--- src/ocf_pkg.sv ---
/*
 * Shared constants and carrier types for the output current fault block.
 * Assumes a 125 MHz controller clock and an upstream command decoder that
 * hands over one command byte with its data word per transfer.
 */
package ocf_pkg;

   // Command codes of the two configuration registers
   localparam logic [7:0]  CMD_OC_LIMIT   = 8'hB9;
   localparam logic [7:0]  CMD_SC_RESP    = 8'hBA;

   // Reset contents
   localparam logic [15:0] OC_LIMIT_RST   = 16'hFFFF;
   localparam logic [7:0]  SC_RESP_RST    = 8'h80;

   // Response byte fields
   localparam int          MODE_HI        = 7;
   localparam int          MODE_LO        = 6;
   localparam int          RETRY_HI       = 5;
   localparam int          RETRY_LO       = 3;
   localparam int          DLY_HI         = 2;
   localparam int          DLY_LO         = 0;

   // Response modes and retry codes
   localparam logic [1:0]  MODE_IGNORE    = 2'h0;
   localparam logic [1:0]  MODE_DLY_RETRY = 2'h2;
   localparam logic [1:0]  MODE_HOLD_OFF  = 2'h3;
   localparam logic [2:0]  RETRY_NONE     = 3'h0;
   localparam logic [2:0]  RETRY_FOREVER  = 3'h7;

   // Delay unit timing: base unit and per-code scale (1, 4, 16, 256 ms)
   localparam int          CLK_PERIOD_NS  = 8;
   localparam int          UNIT_BASE_NS   = 1000000;
   localparam int          BASE_UNIT_CYC  = UNIT_BASE_NS / CLK_PERIOD_NS;
   localparam int          UNIT_MS_0      = 1;
   localparam int          UNIT_MS_1      = 4;
   localparam int          UNIT_MS_2      = 16;
   localparam int          UNIT_MS_3      = 256;

   typedef enum logic [2:0] {
      ST_OFF, ST_RUN, ST_LIMIT, ST_DELAY, ST_HOLD, ST_WAIT, ST_TRY, ST_LATCHED
   } ocf_state_e;

   typedef struct packed {
      logic        valid;
      logic        write;
      logic [7:0]  code;
      logic [15:0] wdata;
   } ocf_cmd_s;

   typedef struct packed {
      logic        valid;
      logic        unsup;
      logic [15:0] data;
   } ocf_rsp_s;

   typedef struct packed {
      logic        oc_fault;
      logic        sc_fault;
      logic        alert;
      logic        latched_off;
      logic        retrying;
      logic [2:0]  attempts;
   } ocf_status_s;

endpackage

--- src/ocf_fault_ctrl.sv ---
/*
 * Output over-current and short-circuit fault response: limit registers,
 * response modes, timed restart attempts and status flags.
 * Assumes current_sense comes from the ADC path on clk, fast_trip from an
 * asynchronous comparator pin, and control levels from same-clock logic.
 */
// Function
// - Retry code 6: six restarts, then output stays off until fault clear.
// - Retry code 7: restart forever until commanded off, bias lost, other fault.
// - Delay field counts 2**code units, 1 to 128.
// - Delay count times fault ride-through or restart spacing, unit from input.
// - Over-current limit is 16-bit read/write and sets the detection threshold.
// - Every mode sets the matching status flag and raises the host alert.
// - Mode 00 keeps running indefinitely while limiting at the over-current limit.
// - Mode 10 limits at fast limit for the delay, then shuts down and retries.
// - Retry code 0: no restart; output off until fault clear.
// - Retry codes 1 and 2: one or two restarts, then off until fault clear.
// - Restart attempt starts are spaced by delay count times delay unit.
// - Delay unit codes 0..3 select 1, 4, 16 or 256 ms.
`timescale 1ns/1ps
module ocf_fault_ctrl #(
   parameter int UNIT_CYC = ocf_pkg::BASE_UNIT_CYC
) (
   input  wire logic                 clk,
   input  wire logic                 rst_n,
   input  wire ocf_pkg::ocf_cmd_s    cmd,
   output ocf_pkg::ocf_rsp_s         rsp,
   input  wire logic [15:0]          current_sense,
   input  wire logic                 fast_trip,
   input  wire logic                 enable_cmd,
   input  wire logic                 bias_ok,
   input  wire logic                 other_fault,
   input  wire logic                 fault_clear,
   input  wire logic [1:0]           delay_unit,
   output logic                      out_enable,
   output logic                      current_limit_active,
   output logic                      fast_limit_select,
   output ocf_pkg::ocf_status_s      status
);
   typedef struct packed {
      ocf_pkg::ocf_state_e  st;
      logic [15:0]          oc_lim;
      logic [7:0]           resp;
      logic [2:0]           attempts;
      logic                 tstart;
      logic                 trip_s1;
      logic                 trip_s2;
      logic                 oc_over;
      logic                 out_en;
      logic                 cl_act;
      logic                 lim_sel;
      logic                 oc_flag;
      logic                 sc_flag;
      logic                 alert;
      logic                 latched;
      logic                 retry;
      ocf_pkg::ocf_rsp_s    rsp;
   } ocf_ctrl_s;

   ocf_ctrl_s  s;
   ocf_ctrl_s  n;
   logic       t_done;
   logic       fault;
   logic       on_ok;
   logic [1:0] mode;
   logic [2:0] retries;

   ocf_delay_timer #(
      .UNIT_CYC  (UNIT_CYC)
   ) u_timer (
      .clk       (clk),
      .rst_n     (rst_n),
      .start     (s.tstart),
      .dly_code  (s.resp[ocf_pkg::DLY_HI:ocf_pkg::DLY_LO]),
      .unit_code (delay_unit),
      .done      (t_done)
   );

   assign mode    = s.resp[ocf_pkg::MODE_HI:ocf_pkg::MODE_LO];
   assign retries = s.resp[ocf_pkg::RETRY_HI:ocf_pkg::RETRY_LO];
   assign fault   = s.oc_over | s.trip_s2;
   assign on_ok   = enable_cmd & bias_ok & ~other_fault;

   always_comb begin
      n = s;
      n.tstart    = 1'b0;
      n.rsp.valid = 1'b0;
      n.trip_s1   = fast_trip;
      n.trip_s2   = s.trip_s1;
      n.oc_over   = current_sense > s.oc_lim;

      // Set wins over a clear in the same cycle
      if (fault_clear) begin
         n.oc_flag = 1'b0;
         n.sc_flag = 1'b0;
      end
      if (s.oc_over) begin
         n.oc_flag = 1'b1;
      end
      if (s.trip_s2) begin
         n.sc_flag = 1'b1;
      end
      n.alert = n.oc_flag | n.sc_flag;

      if (cmd.valid) begin
         if (cmd.write) begin
            if (cmd.code == ocf_pkg::CMD_OC_LIMIT) begin
               n.oc_lim = cmd.wdata;
            end else if (cmd.code == ocf_pkg::CMD_SC_RESP) begin
               n.resp = cmd.wdata[7:0];
            end
         end else begin
            n.rsp.valid = 1'b1;
            n.rsp.unsup = 1'b0;
            if (cmd.code == ocf_pkg::CMD_OC_LIMIT) begin
               n.rsp.data = s.oc_lim;
            end else if (cmd.code == ocf_pkg::CMD_SC_RESP) begin
               n.rsp.data = {8'h00, s.resp};
            end else begin
               n.rsp.data  = 16'h0000;
               n.rsp.unsup = 1'b1;
            end
         end
      end

      if (!on_ok) begin
         // Commanded off, bias lost or another fault ends any sequence
         n.st       = ocf_pkg::ST_OFF;
         n.attempts = 3'h0;
         n.out_en   = 1'b0;
         n.cl_act   = 1'b0;
         n.lim_sel  = 1'b0;
      end else begin
         case (s.st)
            ocf_pkg::ST_OFF: begin
               n.st     = ocf_pkg::ST_RUN;
               n.out_en = 1'b1;
            end
            ocf_pkg::ST_RUN: begin
               n.out_en = 1'b1;
               if (fault) begin
                  if (mode == ocf_pkg::MODE_DLY_RETRY) begin
                     n.st      = ocf_pkg::ST_DELAY;
                     n.tstart  = 1'b1;
                     n.cl_act  = 1'b1;
                     n.lim_sel = 1'b1;
                  end else if (mode == ocf_pkg::MODE_HOLD_OFF) begin
                     n.st     = ocf_pkg::ST_HOLD;
                     n.out_en = 1'b0;
                  end else begin
                     n.st     = ocf_pkg::ST_LIMIT;
                     n.cl_act = 1'b1;
                  end
               end
            end
            ocf_pkg::ST_LIMIT: begin
               // Brickwall limiting never times out
               if (!fault) begin
                  n.st     = ocf_pkg::ST_RUN;
                  n.cl_act = 1'b0;
               end
            end
            ocf_pkg::ST_DELAY: begin
               if (!fault) begin
                  n.st      = ocf_pkg::ST_RUN;
                  n.cl_act  = 1'b0;
                  n.lim_sel = 1'b0;
               end else if (t_done) begin
                  n.out_en  = 1'b0;
                  n.cl_act  = 1'b0;
                  n.lim_sel = 1'b0;
                  if (retries == ocf_pkg::RETRY_NONE) begin
                     n.st = ocf_pkg::ST_LATCHED;
                  end else begin
                     n.st     = ocf_pkg::ST_WAIT;
                     n.tstart = 1'b1;
                  end
               end
            end
            ocf_pkg::ST_HOLD: begin
               if (!fault) begin
                  n.st     = ocf_pkg::ST_RUN;
                  n.out_en = 1'b1;
               end
            end
            ocf_pkg::ST_WAIT: begin
               n.out_en = 1'b0;
               if (t_done) begin
                  if (retries == ocf_pkg::RETRY_FOREVER) begin
                     n.st     = ocf_pkg::ST_TRY;
                     n.out_en = 1'b1;
                     n.tstart = 1'b1;
                  end else if (s.attempts < retries) begin
                     n.st       = ocf_pkg::ST_TRY;
                     n.out_en   = 1'b1;
                     n.tstart   = 1'b1;
                     n.attempts = s.attempts + 3'h1;
                  end else begin
                     n.st = ocf_pkg::ST_LATCHED;
                  end
               end
            end
            ocf_pkg::ST_TRY: begin
               // A failed attempt stays off until its spacing period ends
               if (fault) begin
                  n.st     = ocf_pkg::ST_WAIT;
                  n.out_en = 1'b0;
               end else if (t_done) begin
                  n.st       = ocf_pkg::ST_RUN;
                  n.attempts = 3'h0;
               end
            end
            default: begin
               n.out_en = 1'b0;
               if (fault_clear) begin
                  n.st       = ocf_pkg::ST_RUN;
                  n.out_en   = 1'b1;
                  n.attempts = 3'h0;
               end
            end
         endcase
      end
      n.latched = (n.st == ocf_pkg::ST_LATCHED);
      n.retry   = (n.st == ocf_pkg::ST_WAIT) | (n.st == ocf_pkg::ST_TRY);
   end

   always_ff @(posedge clk or negedge rst_n) begin
      if (!rst_n) begin
         s        <= '0;
         s.oc_lim <= ocf_pkg::OC_LIMIT_RST;
         s.resp   <= ocf_pkg::SC_RESP_RST;
      end else begin
         s <= n;
      end
   end

   assign rsp                  = s.rsp;
   assign out_enable           = s.out_en;
   assign current_limit_active = s.cl_act;
   assign fast_limit_select    = s.lim_sel;
   assign status = '{oc_fault: s.oc_flag, sc_fault: s.sc_flag, alert: s.alert,
                     latched_off: s.latched, retrying: s.retry, attempts: s.attempts};

   a_six_then_off: assert property (
      @(posedge clk) disable iff (!rst_n)
      (s.st == ocf_pkg::ST_WAIT && t_done && on_ok && retries == 3'h6
       && s.attempts == 3'h6) |=> s.st == ocf_pkg::ST_LATCHED && !out_enable)
      else $error("sixth failed attempt did not latch off");

   a_endless_retry: assert property (
      @(posedge clk) disable iff (!rst_n)
      (s.st == ocf_pkg::ST_WAIT && t_done && on_ok && retries == 3'h7)
      |=> out_enable && s.st == ocf_pkg::ST_TRY)
      else $error("continuous retry stopped");

   a_limit_threshold: assert property (
      @(posedge clk) disable iff (!rst_n)
      (current_sense > s.oc_lim && !$past(cmd.valid)) |=> s.oc_over)
      else $error("over-current not detected against limit");

   a_fault_flag_set: assert property (
      @(posedge clk) disable iff (!rst_n)
      s.trip_s2 |=> status.sc_fault && status.alert)
      else $error("short-circuit flag or alert missing");

   a_ignore_keeps_on: assert property (
      @(posedge clk) disable iff (!rst_n)
      (s.st == ocf_pkg::ST_RUN && on_ok && fault && mode == ocf_pkg::MODE_IGNORE)
      |=> current_limit_active && !fast_limit_select && out_enable)
      else $error("ignore mode did not limit while running");

   a_fast_limit_delay: assert property (
      @(posedge clk) disable iff (!rst_n)
      (s.st == ocf_pkg::ST_DELAY) |-> fast_limit_select && current_limit_active && out_enable)
      else $error("delay phase not limiting at fast limit");

   a_no_retry_latch: assert property (
      @(posedge clk) disable iff (!rst_n)
      (s.st == ocf_pkg::ST_DELAY && fault && t_done && on_ok && retries == 3'h0)
      |=> s.st == ocf_pkg::ST_LATCHED && !out_enable)
      else $error("zero retries did not latch off");

   a_retry_bound: assert property (
      @(posedge clk) disable iff (!rst_n)
      (s.st == ocf_pkg::ST_LATCHED && on_ok && !fault_clear) |=> !out_enable)
      else $error("latched output came back without fault clear");

   a_count_clears: assert property (
      @(posedge clk) disable iff (!rst_n)
      (!on_ok || (s.st == ocf_pkg::ST_TRY && !fault && t_done)) |=> status.attempts == 3'h0)
      else $error("attempt counter not cleared");

endmodule

--- src/ocf_delay_timer.sv ---
/*
 * Delay timer: counts 2**code delay units, each unit a base period scaled
 * by the two-bit unit select. Assumes a one-cycle start pulse from logic on
 * the same clock; settings are captured at start.
 */
`timescale 1ns/1ps
module ocf_delay_timer #(
   parameter int UNIT_CYC = ocf_pkg::BASE_UNIT_CYC
) (
   input  wire logic       clk,
   input  wire logic       rst_n,
   input  wire logic       start,
   input  wire logic [2:0] dly_code,
   input  wire logic [1:0] unit_code,
   output logic            done
);
   typedef struct packed {
      logic        busy;
      logic        done;
      logic [2:0]  dly;
      logic [1:0]  unit;
      logic [31:0] pre;
      logic [7:0]  units;
   } ocf_tmr_s;

   ocf_tmr_s   s;
   ocf_tmr_s   n;
   logic [3:0] shift;
   logic [31:0] unit_max;
   logic [7:0]  unit_tgt;

   always_comb begin
      n = s;
      n.done = 1'b0;
      case (s.unit)
         2'h0:    shift = 4'h0;
         2'h1:    shift = 4'h2;
         2'h2:    shift = 4'h4;
         default: shift = 4'h8;
      endcase
      unit_max = (32'(UNIT_CYC) << shift) - 32'h1;
      unit_tgt = 8'((9'h1 << s.dly) - 9'h1);
      if (start) begin
         n.busy  = 1'b1;
         n.dly   = dly_code;
         n.unit  = unit_code;
         n.pre   = 32'h0;
         n.units = 8'h0;
      end else if (s.busy) begin
         if (s.pre == unit_max) begin
            n.pre = 32'h0;
            if (s.units == unit_tgt) begin
               n.busy = 1'b0;
               n.done = 1'b1;
            end else begin
               n.units = s.units + 8'h1;
            end
         end else begin
            n.pre = s.pre + 32'h1;
         end
      end
   end

   always_ff @(posedge clk or negedge rst_n) begin
      if (!rst_n) begin
         s <= '0;
      end else begin
         s <= n;
      end
   end

   assign done = s.done;

   // Independent elapsed-time check against the millisecond table
   logic [31:0] elapsed_ff;
   logic [31:0] unit_ms;
   always_comb begin
      case (s.unit)
         2'h0:    unit_ms = 32'(ocf_pkg::UNIT_MS_0);
         2'h1:    unit_ms = 32'(ocf_pkg::UNIT_MS_1);
         2'h2:    unit_ms = 32'(ocf_pkg::UNIT_MS_2);
         default: unit_ms = 32'(ocf_pkg::UNIT_MS_3);
      endcase
   end
   always_ff @(posedge clk or negedge rst_n) begin
      if (!rst_n) begin
         elapsed_ff <= 32'h0;
      end else if (start) begin
         elapsed_ff <= 32'h0;
      end else if (s.busy) begin
         elapsed_ff <= elapsed_ff + 32'h1;
      end
   end

   a_delay_length: assert property (
      @(posedge clk) disable iff (!rst_n)
      s.done |-> elapsed_ff == 32'(UNIT_CYC) * unit_ms * (32'h1 << s.dly))
      else $error("delay length does not match code and unit");

endmodule

--- config.mk ---
export PLATFORM = sky130hd
export DESIGN_NAME = ocf_fault_ctrl
export DESIGN_NICKNAME = d
export VERILOG_FILES = /design/src/ocf_pkg.sv /design/src/ocf_fault_ctrl.sv /design/src/ocf_delay_timer.sv
export SDC_FILE = /design/constraint.sdc
export NUM_CORES = 1
export LEC_CHECK = 0
export ABC_AREA = 1
export BUFFER_PORTS_ARGS = -buffer_cell sky130_fd_sc_hd__buf_2
export CORE_AREA = 2 2 169 171
export CTS_BUF_LIST = sky130_fd_sc_hd__clkbuf_16
export DETAILED_ROUTE_END_ITERATION = 10
export DIE_AREA = 0 0 171 173
export PLACE_DENSITY = 0.41
export REMOVE_ABC_BUFFERS = 1
export SLEW_MARGIN = 5
export SYNTH_ARGS = -nofsm -noshare
export SYNTH_HDL_FRONTEND = slang
export SYNTH_SLANG_ARGS = --single-unit
--- constraint.sdc ---
create_clock -name clk -period 2.9 [get_ports clk]
set_clock_uncertainty 0.1 [all_clocks]
set_input_delay 0.58 -clock clk [delete_from_list [all_inputs] [get_ports clk]]
set_output_delay 0.58 -clock clk [all_outputs]
set_load 0.01 [all_outputs]
==> flow_summary.yaml, run 1 <==
outcome:
  status: "completed"
clocking:
  clock-sinks: 107
  clkSlewWorstSetupHoldPaths_ps: 80
  post_cts_resized: 0
  cts-root-buf: "clkbuf_16"
  insertion_delay_ps: 360
  cts_tree: "done"
  numCtsBuffers: 9
  clockBufferDepth: 2
  cts_setup_buffers: 0
  cts_hold_buf: 0
  htree_levels: 3
setup_path:
  crit_required_ps: 3100
  worstReg2RegEnd: "u_timer.s[6]"
  r2r_cells: 11
  worst-setup-path-type: "flop to flop"
  r2r_setup_slack_ps: 310
  cp-end-kind: "flop"
  cp-start-kind: "flop"
  timing.rr.start: "u_timer.s[44]"
  crit_path_max_fanout: 11
  worstPathArrival_ps: 2790
grt:
  grt_max_degree: 44
  grt_usage_pct: 13.6
  overflow: 0
  antenna_found_initial: 0
  grt_pass1_vias: 5962
  grt_pass1_wl_mm: 32.0
route:
  vias_per_cell: 4.35
  drt-wirelength-per-cell_um: 13.8
  drt_iter0_drc: 358
  vias: 6028
  first_pass_iters: 5
  route.detailed.drc: 0
  ant_nets: 0
  drt-total-wl_mm: 19.1
finish:
  design_area_sq_um: 7790
  syn2layout_area_growth_pct: 13.8
  nets: 1082
  mostFrequentLayoutCell: "nand2_1"
  n_antenna_cell: 0
  final_cell_mix: "261 x nand2_1, 128 x nor2_1, 111 x inv_1, 90 x dfrtp_1, 78 x buf_2"
  drive_above_1_share_pct: 13.8
  fillCellCount: 3156
synthesis:
  synth-seq-cells: 107
  synth_warnings: 0
  synth_area_sq_um: 6850
  synth_ff_type: "dfrtp_1"
  async_flop_share_pct: 100
  avgSynthCellArea_sq_um: 7.23
  yosysTopAreaCell: "dfrtp_1"
  synth.area.top_cells: "dfrtp_1 33%, nand2_1 14%, nor2_1 7.0%, dfstp_2 6.5%, inv_1 6.1%"
  synth.distinct_cells: 48
  syn_inst: 948
  ys_seq_area_share_pct: 39.4
  synth-edff-count: 0
  synth_top_area_share_pct: 32.9
timing:
  maxSlewViolCount: 0
  final.period_utilization_pct: 89.5
  finalSetupTns_ps: 0
  rsz0062_at_grt: "no"
  whs_ps: 46.7
  fin_ws_ps: 306
  finalHoldViolCount: 0
  fmax_mhz: 385
  setup_viol: 0
  worst_slew_pin_slew_ps: 636
  slew_headroom_pct: 57.3
  fin_crit_ps: 2590
placement:
  post-place-ws_ps: 305
  gp_congestion: 0.834
  port-buffer-count: 79
  place_hpwl_mm: 14.8
  placed_cell_area_sq_um: 7510
floorplan:
  floorplan.initialDensity_pct: 24.8
  die_width_um: 171
  dieArea_sq_um: 29600
  io_pins: 80
  rows: 61
  core_area_sq_um: 27600
  chipHeight_um: 173
pwr:
  peakVddDrop_mv: 0.240
  leakagePower_nw: 3.89
  p_per_area_nw_per_um2: 415
hold_path:
  hold_path_class: "input port to async pin"
run:
  maxCapViolations: 0
## metal layers
layer  GRT usage (%)  routed length (um)  vias to the layer above
met3            3.39                 841                       15
li1                -                   -                     3125
met1            19.5                9630                     2774
met2            20.6                8380                      114
met5               0                   0                        -
met4            2.90                 251                        0
## worst max-delay path by stage
| stage | startpoint | end | slack [ps] | depth (start not counted) |
|---|---|---|---|---|
| after floorplan | s[29] | u_timer.s[24] | 640 | 8 |
| after global placement | u_timer.s[44] | u_timer.s[6] | 370 | 11 |
| after detailed placement | u_timer.s[44] | u_timer.s[6] | 300 | 11 |
| after CTS | u_timer.s[44] | u_timer.s[6] | 280 | 11 |
| after global routing | u_timer.s[44] | u_timer.s[6] | 6 | 11 |
| final | u_timer.s[44] | u_timer.s[6] | 310 | 11 |
## area by class of cell
| cell class | instances | area, sq um | share of cell area (%) |
|---|---|---|---|
| timing repair buffer | 90 | 493 | 6.32 |
| sequential | 107 | 2700 | 34.6 |
| multi-input combinational | 679 | 3420 | 43.8 |
| tap | 378 | 473 | 6.07 |
| clock inverter | 7 | 57.6 | 0.738 |
| inverter | 115 | 432 | 5.54 |
| clock buffer | 9 | 225 | 2.89 |
## sequential cells by signal, indices dropped and copies added (netlist names)
signal / count
current_limit_active: 1
n: 1
u_timer.s: 46
s: 25
retries: 3
status: 8
rsp: 18
u_timer.done: 1
mode: 2
fast_limit_select: 1
out_enable: 1
## stage by stage
| stage | power [mW] | instances | util [%] |
|---|---|---|---|
| after detailed placement | 2.04 | 1369 | 27.2 |
| after global placement | 2.04 | 1369 | 27.2 |
| after floorplan | 1.86 | 901 | - |
| after CTS | 3.31 | 1385 | 28.2 |
| final | 3.24 | 1385 | 28.2 |
| after global routing | 3.43 | 1385 | 28.2 |
## power by group
group | total, mW | internal (mW) | leakage (nW) | switching, mW
Combinational | 0.395 | 0.145 | 2.38 | 0.250
Clock | 1.23 | 0.600 | 0.140 | 0.631
Sequential | 1.61 | 1.55 | 1.37 | 0.0579
## cell families (layout without fill, tap and decap cells)
group,count (synthesis),in the layout,share of synthesized area (%)
fa+ha+maj,29,29,5.30
mux,1,1,0.146
compound gates,109,109,9.08
flops,107,107,39.4
xor+xnor,30,30,3.84
simple gates,510,510,31.5
buf+inv,162,221,10.7
## Yosys cell counts, types with 4 or more instances
master	instances
a21oi_1	37
buf_2	5
buf_4	26
clkbuf_1	11
dfrtp_1	90
dfstp_2	17
ha_1	29
inv_1	111
nand2_1	261
nand3_1	51
nand4_1	32
nor2_1	128
nor3_1	19
nor4_1	4
o21ai_0	42
o22ai_1	8
o31ai_1	8
xnor2_1	7
xor2_1	23
## worst max-delay path, cell delays in order (launching register included)
cell and delay, ps:
dfrtp_1 470, nor2_1 210, nand2_1 120, ha_1 280, or2_2 320, nand3_1 90
nand3_1 70, nor2_1 100, nand3_1 340, nand3_2 310, nand2_1 80, nand2_1 60
Power figures use the tool's default switching activity.
==> run 2: changes to the inputs <==
CORE_AREA = 2 2 171 173   (was 2 2 169 171)
DIE_AREA = 0 0 173 175   (was 0 0 171 173)
SYNTH_HIERARCHICAL = 1   (was not set)
==> run 2 against run 1 <==
  * Synthesized cell count up 1.9%
  * Final area up 1.6%
  * Non-clock buffer count down 3
  * Register-to-register slack better by 160 ps
  * First-iteration DRC count down 11%
  * Global-route usage up 0.43 points
  * Count of clock-buffer cells in the layout unchanged
  * Cell count up 1.4%
  * Sequential power about the same
  * Critical endpoint is now u_timer/s[2]
  * Largest power group unchanged
==> flow_summary.yaml, run 2 <==
synthesis:
  avgSynthCellArea_sq_um: 7.26
  synth_top_family_by_area: "simple AND/OR/NAND/NOR gates"
  async_flop_share_pct: 100
  synth_warnings: 6
  synth.area.mux_share_pct: 0
  synth-seq-cells: 107
  synth_ff_type: "dfrtp_1"
  yosysTopAreaCell: "dfrtp_1"
  synth.area.top_cells: "dfrtp_1 32%, nand2_1 14%, inv_1 6.5%, dfstp_2 6.4%, ha_1 5.0%"
  synth-simple-area-share_pct: 31.0
  synth.distinct_cells: 39
  synthXorXnorAreaFrac_pct: 3.37
  synth-edff-count: 0
  synth_commonest_cells: "265 x nand2_1, 121 x inv_1, 91 x nor2_1"
  yosysMostFrequentCell: "nand2_1"
  syn_inst: 966
  synth_top_area_share_pct: 32.1
  synth_compound_area_share_pct: 10.3
  synth_area_sq_um: 7010
  synthAdderAreaFrac_pct: 5.00
  ys_seq_area_share_pct: 38.5
pwr:
  leakagePower_nw: 3.90
  clockPowerShare_pct: 39.9
  power.total_mw: 3.20
  peakVddDrop_mv: 0.265
  combPwrFrac_pct: 10.4
  switchingPower_mw: 0.919
  swShare_pct: 28.7
  seq_power_share_pct: 49.7
  p_int_mw: 2.28
  p_per_area_nw_per_um2: 403
setup_path:
  crit_path_max_fanout: 11
  worstPathArrival_ps: 2570
  crit_required_ps: 3040
  crit_path_frequent_cell: "nand2_1"
  critPathTopFamily: "simple AND/OR/NAND/NOR gates"
  slowest_delay_ps: 450
  worst-setup-path-type: "flop to flop"
  worstReg2RegEnd: "u_timer/s[2]"
  critPathBufInv: 1
  crit_chain: "ha_1 -> inv_1 -> nand2_1 -> nand2_1 -> nand2_1 -> nand2_1 -> nor2_1 -> nand2_1 -> nor2_1 -> nand3_2 -> nand3_1 -> nand2_1"
  timing.rr.start: "u_timer/s[41]"
  r2r_cells: 12
  slowest_stage: "ha_1"
  cp-end-kind: "flop"
  r2r_setup_slack_ps: 470
  cp-start-kind: "flop"
clocking:
  numCtsBuffers: 9
  cts_setup_buffers: 0
  post_cts_resized: 0
  htree_levels: 3
  insertion_delay_ps: 360
  clkSlewWorstSetupHoldPaths_ps: 90
  clock-sinks: 107
  cts_hold_buf: 0
  clockBufferDepth: 2
  cts_tree: "done"
  cts-root-buf: "clkbuf_16"
outcome:
  status: "completed"
finish:
  largest_reg_flops: 46
  largest_register: "u_timer/s"
  fillCellCount: 3223
  nets: 1095
  n_antenna_cell: 0
  utilization_pct: 27.9
  final_cell_mix: "265 x nand2_1, 121 x inv_1, 91 x nor2_1, 90 x dfrtp_1, 78 x buf_2"
  mostFrequentLayoutCell: "nand2_1"
  syn2layout_area_growth_pct: 13.0
  drive_above_1_share_pct: 15.5
timing:
  setup_viol: 0
  maxSlewViolCount: 0
  rsz0062_at_grt: "no"
  fmax_mhz: 412
  worst_slew_pin_slew_ps: 685
  fin_crit_ps: 2430
  whs_ps: 105
  finalHoldViolCount: 0
  slew_headroom_pct: 54.3
  finalSetupTns_ps: 0
  final.period_utilization_pct: 83.8
floorplan:
  chipHeight_um: 175
  rows: 62
  core_area_sq_um: 28400
  io_pins: 80
  die_width_um: 173
  dieArea_sq_um: 30300
  floorplan.initialDensity_pct: 24.7
route:
  first_pass_iters: 5
  drt_iter0_drc: 319
  vias_per_cell: 4.47
  drt-wirelength-per-cell_um: 14.4
  drt-total-wl_mm: 20.3
  ant_nets: 0
  route.detailed.drc: 0
  vias: 6282
grt:
  grt_max_degree: 48
  antenna_found_initial: 0
  overflow: 0
  grt_pass1_wl_mm: 34.1
  grt_usage_pct: 14.0
  grt_pass1_vias: 6319
placement:
  gp_congestion: 0.863
  place_hpwl_mm: 15.4
  port-buffer-count: 79
hold_path:
  hold_path_class: "input port to async pin"
run:
  maxCapViolations: 0
run 2: changes by cell type in the layout (fill, tap and decap cells not counted), sizes merged, moves of 6 or more:
cell	change
inv	+17
a21oi	-11
nor2	-28
nand2	+10
o22ai	+19
nand3	+18
nand4	-12
o21ai	+12
a31oi	+6
run 2: worst max path at each step:
| stage | depth (start not counted) | to | startpoint |
|---|---|---|---|
| finish | 12 | u_timer/s[2] | u_timer/s[41] |
| global route | 12 | u_timer/s[2] | u_timer/s[41] |
| CTS | 13 | u_timer/s[7] | u_timer/s[40] |
| detailed placement | 13 | u_timer/s[5] | u_timer/s[40] |
| global placement | 12 | u_timer/s[2] | u_timer/s[41] |
| floorplan | 6 | s[41] | cmd[21] |
run 2: kinds of logic (layout without fill, tap and decap cells):
kind of cell             count (synthesis)  count (layout)
AND/OR/NAND/NOR                        496             496
buffers and inverters                  180             235
AO/OA/AOI/OAI                          128             128
flip-flops                             107             107
adder cells (fa/ha/maj)                 28              28
XOR/XNOR                                27              27
run 2: layer usage:
metal	share of wire (%)	vias to the layer above	track usage (%)
met5	0	-	0
met4	1.3	0	3.39
met3	5.4	18	3.39
met2	44	141	21.7
met1	49	2928	19.6
li1	-	3195	-
run 2: power by group through the flow:
stage | Clock, mW | Sequential [mW] | Combinational [mW]
after floorplan | 0 | 1.62 | 0.180
after global placement | 0 | 1.62 | 0.342
after detailed placement | 0 | 1.62 | 0.339
after CTS | 1.33 | 1.59 | 0.342
after global routing | 1.40 | 1.60 | 0.392
final | 1.28 | 1.59 | 0.333
run 2: final cells by class:
class                      count  area [sq um]  share of cell area (%)
sequential                   107          2700                    34.1
inverter                     132           495                    6.25
timing repair buffer          87           470                    5.94
clock buffer                   9           225                    2.84
tap                          384           480                    6.06
clock inverter                 7          68.8                   0.869
multi-input combinational    679          3480                    44.0
run 2: through the flow:
| stage | area [sq um] | worst slack (ps) | cells |
|---|---|---|---|
| detailed placement | 7630 | 451 | 1389 |
| finish | 7920 | 470 | 1405 |
| global route | 7920 | 161 | 1405 |
| global placement | 7630 | 483 | 1389 |
| CTS | 7920 | 440 | 1405 |
| floorplan | 6680 | 872 | 918 |
==> run 3: changes to the inputs <==
PLACE_DENSITY = 0.43   (was 0.41)
clock period = 2 ns   (was 2.9 ns; I/O delays follow)
==> run 3 against run 2 <==
  * The flow now finishes with violations (setup timing)
  * Worst setup slack got worse by 590 ps
  * Sequential power grew 44%
  * Core utilization increased by 2.4 points
  * Final area grew 8.6%
  * Register-to-register slack got worse by 590 ps
  * Maximum frequency is 15% higher
  * Sequential share of layout area shrank 2.7 points
  * Via count rose by 2.7%
  * Clock power increased by 58%
  * Highest routed layer unchanged
  * Non-clock buffer count rose by 55
  * Power grew 54%
==> flow_summary.yaml, run 3 (synthesis gave the netlist of run 2 again) <==
timing:
  whs_ps: 38.8
  setup_viol: 25
  finalHoldViolCount: 0
  slew_headroom_pct: 55.0
  fin_ws_ps: -117
  worst_slew_pin_slew_ps: 675
  final.period_utilization_pct: 106
  fin_crit_ps: 2120
  maxSlewViolCount: 0
  fmax_mhz: 472
  rsz0062_at_grt: "yes"
pwr:
  p_int_mw: 3.61
  peakVddDrop_mv: 0.368
  swShare_pct: 26.5
  seq_power_share_pct: 46.7
  leakagePower_nw: 4.20
  p_per_area_nw_per_um2: 571
  combPwrFrac_pct: 12.1
  clockPowerShare_pct: 41.2
  switchingPower_mw: 1.30
  power.total_mw: 4.91
clocking:
  cts_tree: "done"
  clock-sinks: 107
  insertion_delay_ps: 360
  htree_levels: 3
  numCtsBuffers: 9
  clockBufferDepth: 2
  cts-root-buf: "clkbuf_16"
  clkSlewWorstSetupHoldPaths_ps: 80
grt:
  grt_pass1_wl_mm: 33.3
  grt_max_degree: 39
  grt_usage_pct: 13.7
  grt_pass1_vias: 6447
  overflow: 0
  antenna_found_initial: 0
hold_path:
  hold_path_class: "input port to flop"
route:
  route.detailed.drc: 0
  vias: 6454
  vias_per_cell: 4.42
  ant_nets: 0
  drt-total-wl_mm: 20.0
  drt-wirelength-per-cell_um: 13.7
  first_pass_iters: 5
  drt_iter0_drc: 411
finish:
  syn2layout_area_growth_pct: 22.7
  utilization_pct: 30.3
  largest_reg_flops: 46
  mostFrequentLayoutCell: "nand2_1"
  final_cell_mix: "258 x nand2_1, 118 x inv_1, 87 x dfrtp_1, 86 x nor2_1, 78 x buf_2"
  nets: 1150
  drive_above_1_share_pct: 22.9
  largest_register: "u_timer/s"
  n_antenna_cell: 0
floorplan:
  rows: 62
  floorplan.initialDensity_pct: 24.7
  dieArea_sq_um: 30300
  chipHeight_um: 175
  core_area_sq_um: 28400
  die_width_um: 173
  io_pins: 80
outcome:
  status: "finished, violations left"
  violations: "setup timing"
setup_path:
  cp-end-kind: "flop"
  cp-start-kind: "flop"
  crit_required_ps: 2130
  crit_path_max_fanout: 6
  worst-setup-path-type: "flop to flop"
  worstPathArrival_ps: 2250
placement:
  port-buffer-count: 79
  gp_congestion: 0.825
  place_hpwl_mm: 15.6
run:
  maxCapViolations: 0
[run 3: final cells by class]
type / instances / area (sq um)
Clock buffer: 9 / 225
Inverter: 132 / 500
Clock inverter: 7 / 101
Multi-Input combinational cell: 679 / 3650
Timing Repair Buffer: 142 / 942
Fill cell: 3168 / 19800
Tap cell: 384 / 480
Sequential cell: 107 / 2700
[run 3: worst max-delay path: stages, from the launching register on]
cell and delay [ps]:
dfrtp_2 450, inv_4 60, ha_4 300, nand2_1 60, nand2_1 60, nand2_2 60
nor2_1 100, nand3_1 120, nor2_4 160, nand2_4 90, buf_4 140, buf_4 140
nand3_1 70, o22ai_1 70
[run 3: per-layer routing]
metal | global-route usage, % | wire [um]
met1 | 19.1 | 9980
met2 | 21.1 | 8690
met3 | 2.89 | 1080
met4 | 3.99 | 252
met5 | 0 | 0
[run 3: path summary, 6_finish.rpt]
kind                          startpoint            end  slack, ps  cells after the start
min in group asynchronous          rst_n  u_timer/s[26]        400                      2
setup / recovery           u_timer/s[41]  u_timer/s[32]       -120                     13
max in group asynchronous          rst_n   u_timer/s[1]        790                      3
hold / removal                 fast_trip          n[27]         40                      1
setup reg to reg           u_timer/s[41]  u_timer/s[32]       -120                     13
hold reg to reg                    n[27]          s[27]        260                      0
[run 3: stage by stage]
step | cells | worst slack [ps] | setup TNS (ps) | area [sq um]
after floorplan | 918 | 7.51 | 0 | 6680
after global placement | 1437 | -212 | -3630 | 8030
after detailed placement | 1437 | -268 | -5990 | 8030
after CTS | 1457 | -122 | -1380 | 8520
after global routing | 1460 | -243 | -5910 | 8600
final | 1460 | -117 | -1060 | 8600
[run 3: power groups by stage]
stage	Combinational [mW]	Sequential [mW]	Clock, mW
after floorplan	0.261	2.34	0
after global placement	0.570	2.34	0
after detailed placement	0.571	2.34	0
after CTS	0.598	2.30	2.09
after global routing	0.683	2.31	2.17
final	0.595	2.29	2.02
[run 3: what timing repair did]
item | CTS | global route
resized for setup | 32 | 23
hold buffers | 1 | 0
pin swaps | 21 | 20
gates cloned | 0 | 0
setup buffers | 4 | 4
endpoints found under the hold margin | 19 | 0
setup endpoints to repair | 38 | 42
